--- config.mk ---
export PLATFORM = sky130hd
export DESIGN_NAME = rpsb_bank
export DESIGN_NICKNAME = d
export VERILOG_FILES = /design/src/hw/rpsb_pkg.sv /design/src/hw/rpsb_bank.sv /design/src/hw/rpsb_parity_counter.sv
export SDC_FILE = /design/constraint.sdc
export NUM_CORES = 1
export LEC_CHECK = 0
export ABC_AREA = 1
export ABC_CLOCK_PERIOD_IN_PS = 3700
export BUFFER_PORTS_ARGS = -buffer_cell sky130_fd_sc_hd__buf_2
export CORE_MARGIN = 10
export CORE_UTILIZATION = 57
export DETAILED_ROUTE_END_ITERATION = 7
export GPL_TIMING_DRIVEN = 1
export PLACE_DENSITY_LB_ADDON = 0.15
export SETUP_SLACK_MARGIN = 0.1
export SKIP_CTS_REPAIR_TIMING = 1
export SYNTH_ARGS = -nofsm -noshare
export SYNTH_HDL_FRONTEND = slang
export SYNTH_SLANG_ARGS = --single-unit
--- constraint.sdc ---
create_clock -name clk -period 3.7 [get_ports clk]
set_clock_uncertainty 0.05 [all_clocks]
set_input_delay 0 -clock clk [delete_from_list [all_inputs] [get_ports clk]]
set_output_delay 0 -clock clk [all_outputs]
set_load 0.03 [all_outputs]
--- src/hw/rpsb_pkg.sv ---
// Purpose: shared constants and types for the receive-port status bank
// Assumes: two receive ports, 8-bit register space, one 20 MHz clock
// Notes:   offsets are the byte addresses seen by the serial host
package rpsb_pkg;

    // port count and the width of the port index
    localparam int          NUM_PORTS  = 2;
    localparam int          PORT_IDX_W = 1;

    // register offsets
    localparam logic [7:0]  OFF_FREQ_INT   = 8'h4f;
    localparam logic [7:0]  OFF_FREQ_FRAC  = 8'h50;
    localparam logic [7:0]  OFF_ALARM      = 8'h51;
    localparam logic [7:0]  OFF_VOLT       = 8'h52;
    localparam logic [7:0]  OFF_TEMP       = 8'h53;
    localparam logic [7:0]  OFF_VIDEO_ERR  = 8'h54;
    localparam logic [7:0]  OFF_PAR_UPPER  = 8'h55;
    localparam logic [7:0]  OFF_PAR_LOWER  = 8'h56;

    // field positions inside the voltage register
    localparam int          VOLT1_LSB = 4;
    localparam int          VOLT0_LSB = 0;

    // reset values, count saturation limit and count step
    localparam logic [7:0]  RST_BYTE  = 8'h00;
    localparam logic [15:0] RST_COUNT = 16'h0000;
    localparam logic [15:0] MAX_COUNT = 16'hffff;
    localparam logic [15:0] ONE_COUNT = 16'h0001;

    // alarm flags, bit 5 down to bit 0
    typedef struct packed {
        logic csi_alarm;
        logic remote_backchan_alarm;
        logic link_detect_alarm;
        logic temp_alarm;
        logic remote_vsensor1_alarm;
        logic remote_vsensor0_alarm;
    } rpsb_alarm_t;

    // video input error flags, bit 4 down to bit 0
    typedef struct packed {
        logic remote_header_double_err;
        logic remote_payload_sum_err;
        logic remote_start_tx_err;
        logic remote_sync_err;
        logic remote_control_err;
    } rpsb_video_err_t;

    // status carried in one forward-channel status frame
    typedef struct packed {
        rpsb_alarm_t     alarm;
        logic [2:0]      remote_vsensor1_value;
        logic [2:0]      remote_vsensor0_value;
        logic [2:0]      temp_value;
        rpsb_video_err_t video_err;
    } rpsb_remote_sts_t;

    // per-port events from the link receiver
    typedef struct packed {
        logic             freq_valid;
        logic [7:0]       freq_integer_byte;
        logic [7:0]       freq_fraction_byte;
        logic             status_valid;
        rpsb_remote_sts_t status;
        logic             lock_detected;
        logic             parity_err;
    } rpsb_port_in_t;

    // per-port stored register contents
    typedef struct packed {
        logic [7:0]       link_freq_integer;
        logic [7:0]       link_freq_fraction;
        rpsb_remote_sts_t remote;
    } rpsb_port_regs_t;

endpackage

--- src/hw/rpsb_bank.sv ---
// Purpose: per-receive-port status register bank, host read side
// Assumes: host register port issues one-cycle read strobes, clk 20 MHz
// Notes:   all registers are read-only; the bank has no write path
//
// Contract
// - each register exists per port; port select chooses the visible copy
// - integer link frequency in MHz reads at the integer register
// - fractional link frequency in 1/256 MHz reads at the fraction register
// - four sensor status registers load from forward-channel status, not software
// - alarm register shows six serializer alarm flags, bits 7:6 zero
// - voltage register shows sensor 1 value in 6:4, sensor 0 in 2:0
// - temperature register shows 3-bit temperature value in bits 2:0
// - video error register mirrors five input error flags in bits 4:0
// - parity upper register returns the count's upper eight bits
// - count restarts at lock detection or at lower-byte read
// - upper byte clears on lower-byte read, not on its own read
// - lower parity register returns low eight bits and clears on read
`timescale 1ns/1ps
`default_nettype none
module rpsb_bank (
    // clock and reset
    input  wire logic                                               clk,
    input  wire logic                                               rst,
    // per-port events from the receivers
    input  wire rpsb_pkg::rpsb_port_in_t [rpsb_pkg::NUM_PORTS-1:0]  port_in,
    // port select from the port select register
    input  wire logic [rpsb_pkg::PORT_IDX_W-1:0]                    port_sel,
    // host register read port
    input  wire logic [7:0]                                         reg_addr,
    input  wire logic                                               reg_rd,
    output logic [7:0]                                              reg_rdata,
    output logic                                                    reg_rvalid,
    output logic                                                    reg_hit
);
    import rpsb_pkg::*;

    // address compare shared by the read mux and the clear-on-read logic
    function automatic logic addr_is(input logic [7:0] addr, input logic [7:0] off);
        addr_is = (addr == off);
    endfunction

    rpsb_port_regs_t              regs      [NUM_PORTS];
    rpsb_port_regs_t              next_regs [NUM_PORTS];
    logic [15:0]                  par_count [NUM_PORTS];
    logic [NUM_PORTS-1:0]         lower_read;
    logic [7:0]                   next_rdata;
    logic                         next_rvalid;
    logic                         next_hit;
    rpsb_port_regs_t              sel_regs;
    logic [15:0]                  sel_count;

    // per-port storage and counters
    genvar p;
    generate
        for (p = 0; p < NUM_PORTS; p++) begin : g_port
            // only the selected port's counter sees the read-clear
            assign lower_read[p] = reg_rd && addr_is(reg_addr, OFF_PAR_LOWER)
                                   && (port_sel == PORT_IDX_W'(p));

            // both frequency bytes come from one measurement pulse
            always_comb begin
                next_regs[p] = regs[p];
                if (port_in[p].freq_valid) begin
                    next_regs[p].link_freq_integer  = port_in[p].freq_integer_byte;
                    next_regs[p].link_freq_fraction = port_in[p].freq_fraction_byte;
                end
                if (port_in[p].status_valid) begin
                    next_regs[p].remote = port_in[p].status;
                end
            end

            // register the port copy
            always_ff @(posedge clk or posedge rst) begin
                if (rst) begin
                    regs[p] <= '0;
                end else begin
                    regs[p] <= next_regs[p];
                end
            end

            rpsb_parity_counter u_count (
                .clk           (clk),
                .rst           (rst),
                .parity_err    (port_in[p].parity_err),
                .lock_detected (port_in[p].lock_detected),
                .read_clear    (lower_read[p]),
                .count         (par_count[p])
            );
        end
    endgenerate

    // view of the port the host has selected
    assign sel_regs  = regs[port_sel];
    assign sel_count = par_count[port_sel];

    // read mux; reserved bits are padded with zero, writes have no path here
    always_comb begin
        next_rdata  = RST_BYTE;
        next_rvalid = reg_rd;
        next_hit    = 1'b0;
        if (reg_rd) begin
            next_hit = 1'b1;
            if (addr_is(reg_addr, OFF_FREQ_INT)) begin
                next_rdata = sel_regs.link_freq_integer;
            end else if (addr_is(reg_addr, OFF_FREQ_FRAC)) begin
                next_rdata = sel_regs.link_freq_fraction;
            end else if (addr_is(reg_addr, OFF_ALARM)) begin
                next_rdata = {2'h0, sel_regs.remote.alarm};
            end else if (addr_is(reg_addr, OFF_VOLT)) begin
                next_rdata = RST_BYTE;
                next_rdata[VOLT1_LSB +: 3] = sel_regs.remote.remote_vsensor1_value;
                next_rdata[VOLT0_LSB +: 3] = sel_regs.remote.remote_vsensor0_value;
            end else if (addr_is(reg_addr, OFF_TEMP)) begin
                next_rdata = {5'h00, sel_regs.remote.temp_value};
            end else if (addr_is(reg_addr, OFF_VIDEO_ERR)) begin
                next_rdata = {3'h0, sel_regs.remote.video_err};
            end else if (addr_is(reg_addr, OFF_PAR_UPPER)) begin
                next_rdata = sel_count[15:8];
            end else if (addr_is(reg_addr, OFF_PAR_LOWER)) begin
                next_rdata = sel_count[7:0];
            end else begin
                next_hit = 1'b0; // outside this bank, answer zero
            end
        end
    end

    // read answer registers, one cycle after the strobe
    always_ff @(posedge clk or posedge rst) begin
        if (rst) begin
            reg_rdata  <= RST_BYTE;
            reg_rvalid <= 1'b0;
            reg_hit    <= 1'b0;
        end else begin
            reg_rdata  <= next_rdata;
            reg_rvalid <= next_rvalid;
            reg_hit    <= next_hit;
        end
    end
endmodule
`default_nettype wire

--- src/hw/rpsb_parity_counter.sv ---
// Purpose: 16-bit parity error counter for one receive port
// Assumes: error, lock and read-clear inputs are one-cycle pulses
// Notes:   saturates at all ones rather than wrapping
`timescale 1ns/1ps
`default_nettype none
module rpsb_parity_counter (
    // clock and reset
    input  wire logic        clk,
    input  wire logic        rst,
    // events
    input  wire logic        parity_err,
    input  wire logic        lock_detected,
    input  wire logic        read_clear,
    // count
    output logic [15:0]      count
);
    import rpsb_pkg::*;

    logic [15:0] next_count;

    // restart on lock or lower-byte read; a same-cycle error still counts
    always_comb begin
        next_count = count;
        if (lock_detected || read_clear) begin
            next_count = parity_err ? ONE_COUNT : RST_COUNT;
        end else if (parity_err && (count != MAX_COUNT)) begin
            next_count = count + ONE_COUNT; // wrap would fake a small count
        end
    end

    // register the count
    always_ff @(posedge clk or posedge rst) begin
        if (rst) begin
            count <= RST_COUNT;
        end else begin
            count <= next_count;
        end
    end
endmodule
`default_nettype wire

==> results.sh, run 1 <==
export IMPL_status="finished with violations"
export IMPL_violations="negative hold slack"
export IMPL_die_width_um=122
export IMPL_critPathBufInv=3
export IMPL_dr_pass1_iters=6
export IMPL_cts_tree="done"
export IMPL_cts_root_buf="clkbuf_8"
export IMPL_first_iter_violations=697
export IMPL_wl_per_cell_um=20.7
export IMPL_fill_cells=577
export IMPL_place_hpwl_um=11800
export IMPL_yosysMostFrequentCell="nand2_1"
export IMPL_rsz0062_at_grt="false"
export IMPL_io_buffers=101
export IMPL_max_cap_viol_count=0
export IMPL_swShare_pct=27.5
export IMPL_ys_warn_count=0
export IMPL_vias=6580
export IMPL_maxSlewViolCount=0
export IMPL_p_sw_uw=965
export IMPL_startpoint_type="flip-flop"
export IMPL_clock_sinks=114
export IMPL_cp_data_required_time_ns=4.07
export IMPL_htreeDepth=4
export IMPL_crit_type="flip-flop to flip-flop"
export IMPL_grt_total_usage_pct=22.7
export IMPL_tightest_slew_ns=0.878
export IMPL_period_share_pct=82.2
export IMPL_die_area_um2=15000
export IMPL_p_comb_share_pct=13.8
export IMPL_critical_path_max_stage_delay_ns=0.57
export IMPL_grt_pass1_wl_um=26900
export IMPL_yosysTopAreaCell="dfrtp_1"
export IMPL_timing_setup_tns_ns=0
export IMPL_synth_top_area_share_pct=47.7
export IMPL_p_clk_share_pct=46.9
export IMPL_crit_fanout=14
export IMPL_internal_power_uw=2550
export IMPL_fmax_ghz=0.329
export IMPL_overflow=0
export IMPL_syn_nets=829
export IMPL_numCtsBuffers=17
export IMPL_clk_latency_ns=0.55
export IMPL_num_rows=37
export IMPL_yosysUniqueCellTypes=34
export IMPL_synth_seq_area_share_pct=47.7
export IMPL_multi_input_comb_area_um2=2680
export IMPL_ys_async_sr_fraction_pct=100
export IMPL_finalSetupViolCount=0
export IMPL_cts_clk_slew_worst_paths_ns=0.07
export IMPL_initial_utilization_pct=58.2
export IMPL_postSynth_topFlopCell="dfrtp_1"
export IMPL_holdCritPathClass="input pin to flip-flop"
export IMPL_sequentialPowerShare_pct=39.3
export IMPL_wl_um=23100
export IMPL_io_pins=102
export IMPL_power_leakage_uw=0.00400
export IMPL_viasPerCell=5.89
export IMPL_grt_max_degree=89
export IMPL_synth_area_leaders="dfrtp_1, nand2_1, o21ai_0"
export IMPL_period_minus_slack_ns=3.04
export IMPL_preCtsSetupSlack_ns=1.62
export IMPL_nNetsFinal=1061
export IMPL_antenna_found_initial=2
export IMPL_worstSetupEndpointType="flip-flop"
export IMPL_power_uw=3510
export IMPL_gp_congestion=0.944
export IMPL_clockBufferDepth=2
export IMPL_ys_ff_latch=114
export IMPL_hold_viol=7
export IMPL_register_area_um2=2850
export IMPL_drc=0
export IMPL_layout_setup_ws_ns=0.659
export IMPL_core_area_um2=10300
export IMPL_arrival_ns=3.41
export IMPL_first_global_vias=5533
export IMPL_irDropWorstVdd_uv=346
export IMPL_critical_path_cell_chain="ha_1, nand2_2, nor2_2, nand2_2, o21ai_4, inv_4, a22oi_1, dlygate4sd3_1, nand2_1, dlygate4sd3_1"
export IMPL_synthTopCellsByCount="nand2_1, dfrtp_1, o21ai_0"
export IMPL_path_delay_family="buffers and inverters"
export IMPL_hold_slack_ns=-0.0486
export IMPL_synth_area_um2=5980
export IMPL_syn_avg_cell_area_um2=8.13
export IMPL_drive_gt1_share_pct=20.1
export IMPL_syn_inst=735
export IMPL_synth_edf_count=0
export IMPL_power_density_nw_per_um2=413
export IMPL_die_y_um=122
export IMPL_drtAntennaViolNets=0
export IMPL_slowest_stage="dlygate4sd3_1"
export IMPL_syn_to_final_growth_pct=42.4
export IMPL_max_slew_margin_pct=41.4
[per-stage QoR]
| step | utilization (%) | cells | instance area (um2) |
|---|---|---|---|
| after floorplan | - | 735 | 5980 |
| after global placement | 63.7 | 946 | 6540 |
| after detailed placement | 63.7 | 946 | 6540 |
| after CTS | 69.3 | 978 | 7120 |
| after global routing | 82.8 | 1118 | 8510 |
| final | 82.8 | 1118 | 8510 |
[kinds of logic (layout without fill, tap and decap cells)]
family / Yosys count / in the layout / synth area share, %
AND/OR/NAND/NOR: 333 / 333 / 23.6
AO/OA/AOI/OAI: 125 / 125 / 11.8
flip-flops: 114 / 114 / 47.7
buffers and inverters: 110 / 355 / 7.41
multiplexers: 36 / 36 / 6.78
XOR/XNOR: 15 / 15 / 2.20
adder cells (fa/ha/maj): 2 / 2 / 0.419
other: 0 / 2 / 0
[worst register-to-register path, cell delays in order, from the launching register on]
cell and delay (ns):
dfrtp_1 0.42, ha_1 0.22, nand2_2 0.09, nor2_2 0.20, nand2_2 0.13, o21ai_4 0.31, inv_4 0.15, a22oi_1 0.19
dlygate4sd3_1 0.57, nand2_1 0.05, dlygate4sd3_1 0.55
[layer usage]
metal | part of all wire [%] | routed length [um] | vias up | track usage [%]
met5 | 0 | 0 | - | 0
met4 | 5.7 | 1320 | 0 | 10.2
met3 | 8.9 | 2060 | 132 | 6.20
met2 | 50 | 11600 | 493 | 38.5
met1 | 35 | 8080 | 3104 | 26.5
li1 | - | - | 2851 | -
[registers in the layout, indices dropped and copies added, names as in the netlist]
signal and count:
regs 72, g_port.u_count.count 32, reg_rdata 8, reg_hit 1, reg_rvalid 1
[final cells by class]
class | instances | area share [%]
Clock buffer | 18 | 5.03
Tap cell | 136 | 2.00
Clock inverter | 14 | 1.81
Antenna cell | 2 | 0.0588
Inverter | 81 | 3.63
Sequential cell | 114 | 33.5
Timing Repair Buffer | 242 | 22.4
Multi-Input combinational cell | 511 | 31.5
[power by group through the flow]
stage | logic, uW | registers, uW | clock network [uW]
5_1_grt | 522 | 1390 | 1690
3_3_place_gp | 293 | 1380 | 0
3_5_place_dp | 302 | 1390 | 0
4_1_cts | 305 | 1370 | 1620
2_1_floorplan | 200 | 1380 | 0
6_report | 484 | 1380 | 1650
[cell usage in the layout, fill, tap and decap left out, drive strengths merged, types with 14 or more instances in the layout]
cell type / count
clkbuf: 18
o21ai: 91
buf: 104
dlygate4sd3: 138
a21oi: 14
nand3: 34
nand2: 207
mux2: 36
dfrtp: 114
inv: 84
xor2: 14
nor2: 56
[worst paths after layout]
path                                             from                          to  slack, ns  cells after the start
hold reg to reg                              regs[54]                    regs[54]       0.46                      1
setup / recovery           g_port[1].u_count.count[0]  g_port[1].u_count.count[0]       0.66                     10
max in group asynchronous                         rst                    regs[39]       2.59                      4
setup reg to reg           g_port[1].u_count.count[0]  g_port[1].u_count.count[0]       0.66                     10
min in group asynchronous                         rst                    regs[41]       0.09                      3
hold / removal                            port_in[22]                    regs[49]      -0.05                      2
Power figures use the tool's default switching activity.
==> run 2: changes to the inputs <==
ABC_CLOCK_PERIOD_IN_PS = 2850   (was 3700)
clock period = 2.85 ns   (was 3.7 ns; I/O delays follow)
==> results.sh, run 2 (synthesis gave the netlist of run 1 again) <==
export IMPL_max_cap_viol_count=0
export IMPL_register_area_um2=2850
export IMPL_critical_path_max_stage_delay_ns=0.60
export IMPL_place_hpwl_um=12000
export IMPL_die_y_um=122
export IMPL_crit_type="flip-flop to flip-flop"
export IMPL_slowest_stage="dlygate4sd3_1"
export IMPL_largest_register="regs"
export IMPL_worstSetupEndpointType="flip-flop"
export IMPL_viasPerCell=6.26
export IMPL_clk_latency_ns=0.55
export IMPL_final_util_pct=83.9
export IMPL_cp_num_cells=9
export IMPL_critPathLaunch="g_port[0].u_count.count[1]"
export IMPL_violations="design-rule violations, negative hold slack"
export IMPL_numCtsBuffers=17
export IMPL_crit_fanout=17
export IMPL_maxSlewViolCount=0
export IMPL_stdcell_count=1130
export IMPL_final_common_cell="nand2_1"
export IMPL_cp_data_required_time_ns=3.28
export IMPL_path_delay_family="simple AND/OR/NAND/NOR gates"
export IMPL_timing_rr_start="g_port[0].u_count.count[1]"
export IMPL_place_area_um2=6560
export IMPL_htreeDepth=4
export IMPL_cts_root_buf="clkbuf_8"
export IMPL_die_area_um2=15000
export IMPL_status="finished with violations"
export IMPL_final_cell_mix="nand2_1, dlygate4sd3_1, dfrtp_1"
export IMPL_gp_congestion=0.992
export IMPL_core_area_um2=10300
export IMPL_multi_input_comb_area_um2=2680
export IMPL_drc=8
export IMPL_max_slew_margin_pct=32.0
export IMPL_largest_reg_flops=72
export IMPL_rsz0062_at_grt="false"
export IMPL_clock_sinks=114
export IMPL_die_width_um=122
export IMPL_num_rows=37
export IMPL_wl_per_cell_um=23.6
export IMPL_period_minus_slack_ns=2.50
export IMPL_period_share_pct=87.6
export IMPL_ff2ff_path_depth=9
export IMPL_overflow=0
export IMPL_cts_tree="done"
export IMPL_clockBufferDepth=2
export IMPL_power_uw=4640
export IMPL_dr_pass1_iters=8
export IMPL_critPathBufInv=1
export IMPL_grt_pass1_wl_um=26800
export IMPL_endpoint="g_port[0].u_count.count[0]"
export IMPL_wl_um=26700
export IMPL_first_iter_violations=1309
export IMPL_cts_clk_slew_worst_paths_ns=0.06
export IMPL_fmax_ghz=0.401
export IMPL_first_global_vias=5331
export IMPL_irDropWorstVdd_uv=528
export IMPL_power_density_nw_per_um2=538
export IMPL_drtAntennaViolNets=0
export IMPL_arrival_ns=2.93
export IMPL_io_pins=102
export IMPL_hold_viol=2
export IMPL_drive_gt1_share_pct=19.8
export IMPL_power_leakage_uw=0.00402
export IMPL_reg_top3="regs (72), g_port.u_count.count (32), reg_rdata (8)"
export IMPL_stdcell_area_um2=8620
export IMPL_grt_total_usage_pct=22.8
export IMPL_syn_to_final_growth_pct=44.2
export IMPL_tightest_slew_ns=1.02
export IMPL_dp_cells=946
export IMPL_fill_cells=521
export IMPL_startpoint_type="flip-flop"
export IMPL_r2r_end="g_port[0].u_count.count[0]"
export IMPL_hold_slack_ns=-0.0308
export IMPL_finalSetupViolCount=0
export IMPL_initial_utilization_pct=58.2
export IMPL_timing_setup_tns_ns=0
export IMPL_crit_top_cell="nand2_1"
export IMPL_vias=7078
export IMPL_grt_max_degree=115
export IMPL_reg2reg_setup_slack_ns=0.35
export IMPL_holdCritPathClass="input pin to flip-flop"
export IMPL_critical_path_cell_chain="ha_1, nand2_1, nor2_1, nand2_1, nor2_1, nor2_2, a22oi_1, dlygate4sd3_1, nand2_1"
export IMPL_nNetsFinal=1070
export IMPL_io_buffers=101
export IMPL_antenna_found_initial=1
-- run 2: changes by cell type in the layout (fill, tap and decap cells not counted) --
cell | previous run | this run
clkbuf_8 | 2 | 3
buf_4 | 3 | 2
inv_6 | 4 | 0
dlygate4sd3_1 | 138 | 147
buf_12 | 0 | 1
clkinvlp_4 | 3 | 6
inv_4 | 2 | 1
diode_2 | 2 | 5
clkbuf_1 | 0 | 1
-- run 2: per-stage QoR --
step,hold WS [ns],setup WS [ns]
2_1_floorplan,-0.0186,1.13
3_3_place_gp,0.156,0.757
3_5_place_dp,0.162,0.615
4_1_cts,-0.398,0.581
5_1_grt,0.00296,0.133
6_report,-0.0308,0.353
-- run 2: metal layers --
metal  vias to the layer above  track usage (%)  part of all wire (%)
met5                         -                0                     0
met3                       228             6.43                    12
met1                      3243             27.6                    33
met2                       726             37.5                    46
met4                         0             9.57                   8.7
li1                       2881                -                     -
-- run 2: how the worst min path moves through the flow --
stage	end	cells after the start	start	slack (ns)
6_report	regs[45]	2	port_in[22]	-0.03
5_1_grt	regs[55]	2	port_in[22]	0.003
4_1_cts	regs[15]	3	port_in[57]	-0.40
3_5_place_dp	regs[15]	3	port_in[57]	0.16
3_3_place_gp	regs[1]	3	port_in[43]	0.16
2_1_floorplan	reg_rvalid	0	reg_rd	-0.02
-- run 2: layout make-up --
| type | count | share of cell area (%) |
|---|---|---|
| sequential | 114 | 33.1 |
| timing repair buffer | 251 | 23.3 |
| clock inverter | 12 | 1.55 |
| multi-input combinational | 511 | 31.1 |
| inverter | 81 | 3.60 |
| tap | 136 | 1.97 |
| antenna | 5 | 0.145 |
| clock buffer | 20 | 5.17 |
-- run 2: where the power goes --
| group | switching [uW] | total, uW | internal [uW] |
|---|---|---|---|
| combinational | 359 | 678 | 319 |
| sequential | 83.4 | 1810 | 1730 |
| clock | 860 | 2150 | 1290 |
| total | 1300 | 4640 | 3340 |
==> run 3: changes to the inputs <==
--- a/config.mk
+++ b/config.mk
@@ -15,2 +15,3 @@
 export PLACE_DENSITY_LB_ADDON = 0.15
+export RECOVER_POWER = 50
 export SETUP_SLACK_MARGIN = 0.1
==> constraint.sdc (replaced) <==
create_clock -name clk -period 2.85 [get_ports clk]
set_clock_uncertainty 0.05 [all_clocks]
set_input_delay 0.285 -clock clk [delete_from_list [all_inputs] [get_ports clk]]
set_output_delay 0.285 -clock clk [all_outputs]
set_load 0.03 [all_outputs]
==> results.sh, run 3 (synthesis gave the netlist of run 1 again) <==
export IMPL_status="complete, no violations"
export IMPL_fmax_ghz=0.468
export IMPL_grt_max_degree=61
export IMPL_period_minus_slack_ns=2.14
export IMPL_hold_viol=0
export IMPL_wl_per_cell_um=17.5
export IMPL_maxSlewViolCount=0
export IMPL_stdcell_count=1056
export IMPL_dr_pass1_iters=6
export IMPL_overflow=0
export IMPL_drtAntennaViolNets=0
export IMPL_holdCritPathClass="input pin to flip-flop"
export IMPL_fill_cells=721
export IMPL_layout_setup_ws_ns=0.713
export IMPL_core_area_um2=10300
export IMPL_reg_top3="regs (72), g_port.u_count.count (32), reg_rdata (8)"
export IMPL_vias=5781
export IMPL_startpoint_type="flip-flop"
export IMPL_drc=0
export IMPL_htreeDepth=4
export IMPL_nNetsFinal=1000
export IMPL_num_rows=37
export IMPL_period_share_pct=75.0
export IMPL_numCtsBuffers=17
export IMPL_final_util_pct=76.7
export IMPL_grt_pass1_wl_um=26400
export IMPL_rsz0062_at_grt="false"
export IMPL_final_common_cell="nand2_1"
export IMPL_drive_gt1_share_pct=20.8
export IMPL_clock_sinks=114
export IMPL_cp_data_required_time_ns=3.21
export IMPL_crit_type="flip-flop to flip-flop"
export IMPL_worstSetupEndpointType="flip-flop"
export IMPL_finalSetupViolCount=0
export IMPL_cts_root_buf="clkbuf_8"
export IMPL_wl_um=18500
export IMPL_io_pins=102
export IMPL_largest_reg_flops=72
export IMPL_die_width_um=122
export IMPL_cts_clk_slew_worst_paths_ns=0.06
export IMPL_die_area_um2=15000
export IMPL_power_leakage_uw=0.00376
export IMPL_die_y_um=122
export IMPL_dp_cells=948
export IMPL_viasPerCell=5.47
export IMPL_place_hpwl_um=11700
export IMPL_clockBufferDepth=2
export IMPL_gp_congestion=0.907
export IMPL_antenna_found_initial=0
export IMPL_io_buffers=101
export IMPL_grt_total_usage_pct=22.1
export IMPL_power_uw=4370
export IMPL_crit_fanout=17
export IMPL_arrival_ns=2.49
export IMPL_power_density_nw_per_um2=555
export IMPL_final_cell_mix="nand2_1, dfrtp_1, buf_2"
export IMPL_max_cap_viol_count=0
export IMPL_syn_to_final_growth_pct=31.8
export IMPL_max_slew_margin_pct=16.0
export IMPL_timing_setup_tns_ns=0
export IMPL_irDropWorstVdd_uv=474
export IMPL_preCtsSetupSlack_ns=0.771
export IMPL_tightest_slew_ns=1.26
export IMPL_clk_latency_ns=0.54
export IMPL_first_iter_violations=565
export IMPL_largest_register="regs"
export IMPL_first_global_vias=5487
export IMPL_initial_utilization_pct=58.2
export IMPL_cts_tree="done"
-- run 3: cell count changes in the layout (fill, tap and decap cells not counted), moves of 2 or more --
cell / previous run / this run
clkinv_2: 2 / 4
buf_2: 101 / 97
dlygate4sd3_1: 147 / 75
clkbuf_1: 1 / 8
clkinvlp_4: 6 / 2
diode_2: 5 / 1
clkinv_4: 3 / 1
buf_4: 2 / 4
-- run 3: power breakdown --
part	internal (uW)	switching [uW]
Sequential	1730	55.4
Clock	1350	751
Combinational	224	266
Total	3300	1070
-- run 3: layout make-up --
class	count	area [um2]	share of cell area [%]
clock inverters	10	134	1.70
multi-input cells	511	2680	34.0
inverters	81	308	3.91
diodes	1	2.50	0.0318
clock buffers	22	443	5.62
well taps	136	170	2.16
repair buffers	181	1290	16.3
flip-flops and latches	114	2850	36.2
-- run 3: critical path: stages (launching register included) --
cell and delay, ns:
dfrtp_1 0.42, ha_1 0.22, nand2_1 0.12, nor2_1 0.09, nand2_1 0.08, nor2_1 0.05
nor2_2 0.51, nand2_1 0.19, o21ai_0 0.22, a21oi_1 0.07
-- run 3: routing by layer --
metal	part of all wire (%)	vias to the layer above	track usage, %	wire length, um
li1	-	2738	-	-
met1	39	2757	26.6	7220
met2	53	242	37.6	9710
met3	6.4	44	6.47	1190
met4	1.8	0	6.85	331
met5	0	-	0	0
-- run 3: worst paths after layout --
check / from / slack (ns) / to / cells after the start
setup / recovery: g_port[0].u_count.count[0] / 0.71 / g_port[0].u_count.count[3] / 9
hold / removal: port_in[40] / 0.004 / g_port[1].u_count.count[0] / 3
setup reg to reg: g_port[0].u_count.count[0] / 0.71 / g_port[0].u_count.count[3] / 9
hold reg to reg: g_port[0].u_count.count[15] / 0.44 / g_port[0].u_count.count[15] / 2
max in group asynchronous: rst / 1.10 / g_port[0].u_count.count[0] / 4
min in group asynchronous: rst / 0.16 / regs[44] / 3
-- run 3: stage by stage --
stage | cell area, um2 | hold WS [ns]
after global routing | 7880 | -0.00165
after global placement | 6560 | 0.142
after floorplan | 5980 | 0.266
final | 7880 | 0.00378
after CTS | 7140 | -0.408
after detailed placement | 6560 | 0.143
